$ cat src/design/maoe_map.svh
// Encodings, field positions and reset values for the four-instruction executer
`ifndef MAOE_MAP_SVH
`define MAOE_MAP_SVH

`define MAOE_OP_MSB       13
`define MAOE_OP_LSB       8
`define MAOE_D_BIT        7
`define MAOE_F_MSB        6
`define MAOE_F_LSB        0
`define MAOE_K_MSB        7
`define MAOE_K_LSB        0
`define MAOE_LIT_MSB      13
`define MAOE_LIT_LSB      10
`define MAOE_OP_OR        6'h04
`define MAOE_OP_COPY      6'h08
`define MAOE_OP_STORE     6'h00
`define MAOE_LIT_PATTERN  4'hC
`define MAOE_ACC_RESET    8'h00
`define MAOE_ZERO_BYTE    8'h00

`endif

$ cat src/design/maoe_pkg.sv
// Types shared by the instruction executer
package maoe_pkg;
	typedef logic [13:0] maoe_instr_t;
	typedef logic [7:0]  maoe_byte_t;
	typedef logic [6:0]  maoe_addr_t;
	typedef enum logic [4:0] {
		MAOE_NONE  = 5'h01,
		MAOE_LOADK = 5'h02,
		MAOE_OR    = 5'h04,
		MAOE_COPY  = 5'h08,
		MAOE_STORE = 5'h10
	} maoe_kind_e;
endpackage

$ cat src/design/maoe_exec.sv
// Decode and one-cycle execute of load-immediate, OR, copy and store instructions
`timescale 1ns/1ps
`include "maoe_map.svh"

// Behaviour
// - OR instruction ORs accumulator with addressed file register.
// - OR result goes to accumulator when d is 0, file register when 1.
// - Copy moves file register to accumulator (d=0) or itself (d=1).
// - Copy updates zero flag from moved value.
// - Store writes accumulator into addressed file register; accumulator kept.
module maoe_exec (
	input  wire logic                  mclk,      // Core clock
	input  wire logic                  reset,     // Async reset, active high
	input  wire logic                  instr_vld, // Instruction cycle enable
	input  wire maoe_pkg::maoe_instr_t instr,     // 14-bit instruction word
	input  wire maoe_pkg::maoe_byte_t  f_rdata,   // Value of addressed register
	output maoe_pkg::maoe_addr_t       f_addr,    // Register address
	output maoe_pkg::maoe_byte_t       f_wdata,   // Register write data
	output logic                       f_we,      // Register write pulse
	output maoe_pkg::maoe_byte_t       acc,       // Accumulator
	output logic                       zero_flag, // Zero flag
	output logic                       zero_we    // Zero flag update pulse
);
	import maoe_pkg::*;

	// ==========================================
	// Decode
	function automatic maoe_kind_e decode(input maoe_instr_t i);
		// Literal pattern goes first; its two low opcode bits are don't-care
		if (i[`MAOE_LIT_MSB:`MAOE_LIT_LSB] == `MAOE_LIT_PATTERN) begin
			decode = MAOE_LOADK;
		end else if (i[`MAOE_OP_MSB:`MAOE_OP_LSB] == `MAOE_OP_OR) begin
			decode = MAOE_OR;
		end else if (i[`MAOE_OP_MSB:`MAOE_OP_LSB] == `MAOE_OP_COPY) begin
			decode = MAOE_COPY;
		end else if (i[`MAOE_OP_MSB:`MAOE_OP_LSB] == `MAOE_OP_STORE && i[`MAOE_D_BIT]) begin
			decode = MAOE_STORE;
		end else begin
			decode = MAOE_NONE;
		end
	endfunction

	maoe_kind_e kind;
	logic       dbit;
	maoe_byte_t result;

	// ==========================================
	// Execute
	maoe_addr_t f_addr_r, f_addr_nxt;
	maoe_byte_t f_wdata_r, f_wdata_nxt, acc_r, acc_nxt;
	logic       f_we_r, f_we_nxt, zero_r, zero_nxt, zero_we_r, zero_we_nxt;

	always_comb begin
		kind = instr_vld ? decode(instr) : MAOE_NONE;
		dbit = instr[`MAOE_D_BIT];
		// Address tracks the word every cycle; it only matters while f_we stands
		f_addr_nxt = instr[`MAOE_F_MSB:`MAOE_F_LSB];
		f_wdata_nxt = f_wdata_r;
		f_we_nxt = 1'b0;
		acc_nxt = acc_r;
		zero_nxt = zero_r;
		zero_we_nxt = 1'b0;
		// Result defaults to the OR so that copy only swaps the operand
		result = acc_r | f_rdata;
		case (kind)
			MAOE_LOADK: begin
				acc_nxt = instr[`MAOE_K_MSB:`MAOE_K_LSB];
			end
			MAOE_OR, MAOE_COPY: begin
				if (kind == MAOE_COPY) begin
					result = f_rdata;
				end
				if (dbit) begin
					f_wdata_nxt = result;
					f_we_nxt = 1'b1;
				end else begin
					acc_nxt = result;
				end
				zero_nxt = (result == `MAOE_ZERO_BYTE);
				zero_we_nxt = 1'b1;
			end
			MAOE_STORE: begin
				f_wdata_nxt = acc_r;
				f_we_nxt = 1'b1;
			end
			default: begin
			end
		endcase
	end

	// Idle reset values keep the register file from seeing a stray write
	always_ff @(posedge mclk or posedge reset) begin
		if (reset) begin
			f_addr_r  <= '0;
			f_wdata_r <= `MAOE_ZERO_BYTE;
			f_we_r    <= 1'b0;
			acc_r     <= `MAOE_ACC_RESET;
			zero_r    <= 1'b0;
			zero_we_r <= 1'b0;
		end else begin
			f_addr_r  <= f_addr_nxt;
			f_wdata_r <= f_wdata_nxt;
			f_we_r    <= f_we_nxt;
			acc_r     <= acc_nxt;
			zero_r    <= zero_nxt;
			zero_we_r <= zero_we_nxt;
		end
	end

	// Write-back is registered: the register file sees address, data and strobe together
	assign f_addr    = f_addr_r;
	assign f_wdata   = f_wdata_r;
	assign f_we      = f_we_r;
	assign acc       = acc_r;
	assign zero_flag = zero_r;
	assign zero_we   = zero_we_r;
endmodule

$ cat config.mk
export PLATFORM = sky130hd
export DESIGN_NAME = maoe_exec
export DESIGN_NICKNAME = d
export VERILOG_FILES = /design/src/design/maoe_pkg.sv /design/src/design/maoe_exec.sv
export VERILOG_INCLUDE_DIRS = /design/src /design/src/design
export SDC_FILE = /design/constraint.sdc
export NUM_CORES = 1
export LEC_CHECK = 0
export ABC_AREA = 1
export BUFFER_PORTS_ARGS = -buffer_cell sky130_fd_sc_hd__buf_2
export CAP_MARGIN = 20
export CORE_AREA = 2 2 54 56
export CTS_CLUSTER_DIAMETER = 50
export DETAILED_ROUTE_END_ITERATION = 6
export DIE_AREA = 0 0 56 58
export PLACE_DENSITY = 0.8
export SETUP_SLACK_MARGIN = 0.05
export SLEW_MARGIN = 40
export SYNTH_ARGS = -nofsm -noshare
export SYNTH_HDL_FRONTEND = slang
export SYNTH_SLANG_ARGS = --single-unit
export TNS_END_PERCENT = 10
$ cat constraint.sdc
create_clock -name mclk -period 1.8 [get_ports mclk]
set_input_delay 0 -clock mclk [delete_from_list [all_inputs] [get_ports mclk]]
set_output_delay 0 -clock mclk [all_outputs]
set_load 0.05 [all_outputs]
# Word-level counts from Yosys, hierarchy flattened
# Cells that the tools add are included.
[op_classes] n_eq_ne=9 n_mux=14 bitwise=1 reduce_logical=8
[ops] operator="two-way mux 8 bit" n=4
[ops] operator="one-hot mux 8 bit (2 select lines)" n=2
[ops] operator="two-way mux 5 bit" n=5
[ops] operator="logical NOT 8 bit" n=1
[ops] operator="bitwise OR 8 bit" n=1
[ops] operator="== test 6 x 3 -> 1 bit, second input constant" n=1
[ops] operator="== test 6 x 4 -> 1 bit, second input constant" n=1
[ops] operator="logical NOT 6 bit" n=1
[ops] operator="== test 5 x 2 -> 1 bit, second input constant" n=1
[ops] operator="== test 5 x 3 -> 1 bit, second input constant" n=1
[ops] operator="== test 5 x 4 -> 1 bit, second input constant" n=1
[ops] operator="== test 5 bit, second input constant" n=1
[ops] operator="== test 4 bit, second input constant" n=1
[ops] operator="inequality test 2 bit, second input constant" n=2
[ops] operator="AND reduction 2 bit" n=2
[ops] operator="nonzero test 2 bit" n=2
[ops] operator="two-way mux 1 bit" n=2
[ops] operator="one-hot mux 1 bit (2 select lines)" n=1
[ops] operator="OR reduction 2 bit" n=1
[ops] operator="logical AND 1 bit" n=1
[word_totals] ff_bits=26 out_inout_bits=26 word_cells=38

# Logic depth before layout (Yosys ltp)
[depth] ltp_word=12 mapped_depth=9

# Least setup slack after synthesis
# OpenSTA, ideal clock, no wires.
[synth_path] path_type="flip-flop to flip-flop" start="register acc_r[6] (netlist: acc[6])" end="register f_wdata_r[6] (netlist: f_wdata[6])" setup_time_ns=0.118 arrival_time_ns=1.076 required_ns=1.682 slack_ns=0.606 path_stages_with_launch=7 period_less_slack_ns=1.194 cell_sequence="dfrtp_1 -> a21oi_1 -> inv_1 -> nand2_1 -> o21ai_0 -> nand2_1 -> nand2_1"
[synth_via] elab_chain_len=5
[synth_rtl] element="start, declared" line="maoe_exec.sv:50" source="maoe_byte_t f_wdata_r, f_wdata_nxt, acc_r, acc_nxt;"
[synth_rtl] element="start signal, assigned" line="maoe_exec.sv:97" source="acc_r <= `MAOE_ACC_RESET;"
[synth_rtl] element="start signal, assigned" line="maoe_exec.sv:104" source="acc_r <= acc_nxt;"
[synth_rtl] element="bitwise OR 8 bit" line="maoe_exec.sv:64" source="result = acc_r | f_rdata;"
[synth_rtl] element="two-way mux 8 bit" line="maoe_exec.sv:70" source="if (kind == MAOE_COPY) begin"
[synth_rtl] element="two-way mux 8 bit" line="maoe_exec.sv:65" source="case (kind)"
[synth_rtl] element="two-way mux 8 bit" line="maoe_exec.sv:73" source="if (dbit) begin"
[synth_rtl] element="one-hot mux 8 bit (2 select lines) *" line="maoe_exec.sv:65"
[synth_rtl] element="end signal, assigned" line="maoe_exec.sv:95" source="f_wdata_r <= `MAOE_ZERO_BYTE;"
[synth_rtl] element="end signal, assigned" line="maoe_exec.sv:102" source="f_wdata_r <= f_wdata_nxt;"
[synth_rtl] element="end, declared" line="maoe_exec.sv:50"
# Every way passes the cells marked *; elsewhere a longest branch is shown, timed or not. The select of a mux whose other input is x is not followed.
# A chain may end at the register's enable or synchronous reset.

# Final worst setup path
[layout_path] start="register acc_r[3] (netlist: acc[3])" end="register zero_r (netlist: zero_flag)"
[layout_via] elab_chain_len=4
[layout_rtl] element="bitwise OR 8 bit" line="maoe_exec.sv:64"
[layout_rtl] element="two-way mux 8 bit" line="maoe_exec.sv:70"
[layout_rtl] element="two-way mux 8 bit" line="maoe_exec.sv:65"
[layout_rtl] element="logical NOT 8 bit (no source line)"
[layout_rtl] element="end signal, assigned" line="maoe_exec.sv:105" source="zero_r <= zero_nxt;"
[layout_rtl] element="end, declared" line="maoe_exec.sv:51" source="logic f_we_r, f_we_nxt, zero_r, zero_nxt, zero_we_r, zero_we_nxt;"
# No other way between the ends. The select of a mux whose other input is x is not followed.

==> results.py <==
metrics = {
    "drt": {
        "drc_errors": 0,
        "avgRoutedWirePerCell_um": 11.4,
        "routed_via_density": 4.76,
        "wirelength_um": 2890,
        "via_count": 1210,
        "drt_iter0_drc": 19,
        "ant_nets": 0,
        "drtPass1Iterations": 4,
    },
    "timing": {
        "worst_slew_pin_slew_ns": 0.457,
        "setup-tns-final_ns": 0,
        "period_share_pct": 61.4,
        "whs_ns": 0.0164,
        "slew_headroom_pct": 69.4,
        "rsz0062_at_grt": "no",
        "finClkSkew_ns": 0.00271,
        "drv_slew": 0,
        "fin_crit_ns": 1.11,
        "max_clock_freq_mhz": 904,
        "final-hold-violation-count": 0,
        "setup_viol": 0,
    },
    "pwr": {
        "ir_drop_v": 0.000719,
        "leakage_uw": 0.000994,
        "total_power_uw": 1790,
        "power.density_nw_per_um2": 1040,
    },
    "place": {
        "dp.cells": 242,
        "io_buffer_count": 50,
        "gp_congestion": 0.893,
        "dp_hpwl_um": 2240,
    },
    "run_status": {
        "status": "complete, no violations",
    },
    "clock_tree": {
        "cts_tree": "yes",
        "cts.sinks": 26,
        "clock_path_buffers": 2,
        "htreeDepth": 1,
        "clk_pin_slew_ns": 0.14,
        "clk_latency_ns": 0.32,
        "cts_buffers": 3,
        "cts_setup_buffers": 0,
        "root_buffer": "clkbuf_4",
    },
    "critical_path": {
        "critPathMaxFanout": 4,
        "path_class": "register to register",
        "critPathLaunchType": "register",
        "r2r-end": "zero_flag",
        "reg2reg_depth": 5,
        "worstSetupEndpointType": "register",
        "worstPathRequired_ns": 2.06,
        "reg2reg_from": "acc[3]",
        "regToRegSetupSlack_ns": 0.69,
        "crit_arrival_ns": 1.37,
    },
    "synthesis": {
        "ys_seq_area_share_pct": 50.1,
        "synth_top_cell_area_share_pct": 50.1,
        "synth.most_common_cell": "nand2_1",
        "synth_area_leaders": "dfrtp_1, nand2_1, inv_1",
        "syn-cell-area_um2": 1300,
        "ys_ff_latch": 26,
        "synth_cell_type_count": 26,
        "yosys_most_used_dff": "dfrtp_1",
        "synth_warnings": 0,
        "synthCells": 161,
        "avgSynthCellArea_um2": 8.07,
        "synth-async-reset-ratio_pct": 100,
        "synth_top_area_cell": "dfrtp_1",
        "syn_nets": 186,
        "synth_commonest_cells": "nand2_1, dfrtp_1, inv_1",
        "synth_edf_count": 0,
    },
    "final_layout": {
        "antenna_cells": 0,
        "instances_no_fill": 254,
        "fill_cells": 230,
        "fin_nets": 249,
        "register_area_um2": 651,
        "drive_above_1_share_pct": 30.9,
        "multiInputGateArea_um2": 564,
        "area_growth_syn_to_layout_pct": 32.2,
        "finish.utilization_pct": 64.5,
    },
    "min_path": {
        "worstHoldStart": "f_rdata[5]",
        "holdPathEnd": "f_wdata[5]",
        "hold_path_class": "input pin to register",
        "holdPathStages": 4,
    },
    "floorplan": {
        "start_util_pct": 48.8,
        "die_h_um": 58,
        "core_um2": 2660,
        "chipWidth_um": 56,
        "rows": 19,
        "dieArea_um2": 3250,
        "io_pins": 51,
    },
    "global_route": {
        "grt_first_pass_wirelength_um": 4910,
        "first_global_vias": 1102,
        "grt_max_degree": 27,
        "antenna_found_initial": 0,
        "gr-total-overflow": 0,
        "grt_usage_pct": 19.3,
    },
    "run": {
        "drv_cap": 0,
    },
}
==> worst max-delay path by stage <==
stage	start	end	slack (ns)	cells after the start
finish	acc[3]	zero_flag	0.69	5
global route	acc[1]	f_wdata[1]	0.57	6
CTS	acc[3]	zero_flag	0.70	5
detailed placement	instr[11]	acc[7]	0.46	9
global placement	instr[11]	acc[7]	0.51	9
floorplan	acc[6]	f_wdata[6]	0.61	6
==> layout make-up <==
type | instances | share of cell area (%)
well taps | 31 | 2.26
multi-input cells | 115 | 32.9
flip-flops and latches | 26 | 37.9
clock inverters | 1 | 1.75
inverters | 19 | 4.23
repair buffers | 59 | 19.7
clock buffers | 3 | 1.31
==> placed cells by master (no fill, tap or decap), types with 3 or more instances in the layout <==
cell type / Yosys / layout
nand2_1: 75 / 75
buf_2: 0 / 50
dfrtp_1: 26 / 26
nor2_1: 7 / 7
inv_1: 15 / 15
a21oi_1: 6 / 6
clkbuf_4: 0 / 3
o21ai_0: 9 / 9
dlygate4sd3_1: 0 / 8
==> cells by family after synthesis <==
| family | Yosys count | share of synthesized area [%] |
|---|---|---|
| simple gates | 94 | 31.8 |
| compound gates | 21 | 11.7 |
| buf+inv | 20 | 6.45 |
| flops | 26 | 50.1 |
==> critical path, cell delays in order, from the launching register on <==
cell and delay [ns]:
dfrtp_1 0.45, a21oi_1 0.27, nand2_1 0.08, nor2_1 0.11, nand3_1 0.08, nand2_1 0.07
==> metrics by stage <==
| step | setup WS [ns] | area, um2 |
|---|---|---|
| 2_1_floorplan | 0.606 | 1300 |
| 3_3_place_gp | 0.507 | 1580 |
| 3_5_place_dp | 0.460 | 1580 |
| 4_1_cts | 0.698 | 1720 |
| 5_1_grt | 0.568 | 1720 |
| 6_report | 0.694 | 1720 |
==> state kept, by name (all words and copies together), names as in the netlist <==
signal and cells:
f_addr 7, zero_we 1, f_wdata 8, acc 8, f_we 1, zero_flag 1
==> repair_timing <==
item                                   4_1_cts  5_1_grt
endpoints found under the hold margin       34        0
gates resized for setup                      0        0
hold buffers                                 8        0
==> report_power, final <==
group	switching [uW]	leakage, uW	internal (uW)
registers	65.9	0.000325	674
clock network	169	0.0000279	225
logic	496	0.000640	163
==> metal layers <==
layer | share of wire (%) | up-vias | track usage, %
li1 | - | 624 | -
met1 | 44 | 551 | 25.1
met2 | 51 | 30 | 32.6
met3 | 4.2 | 5 | 2.23
met4 | 1.6 | 0 | 8.84
met5 | 0 | - | 0
Note: power is estimated with default switching activity, not from simulation.
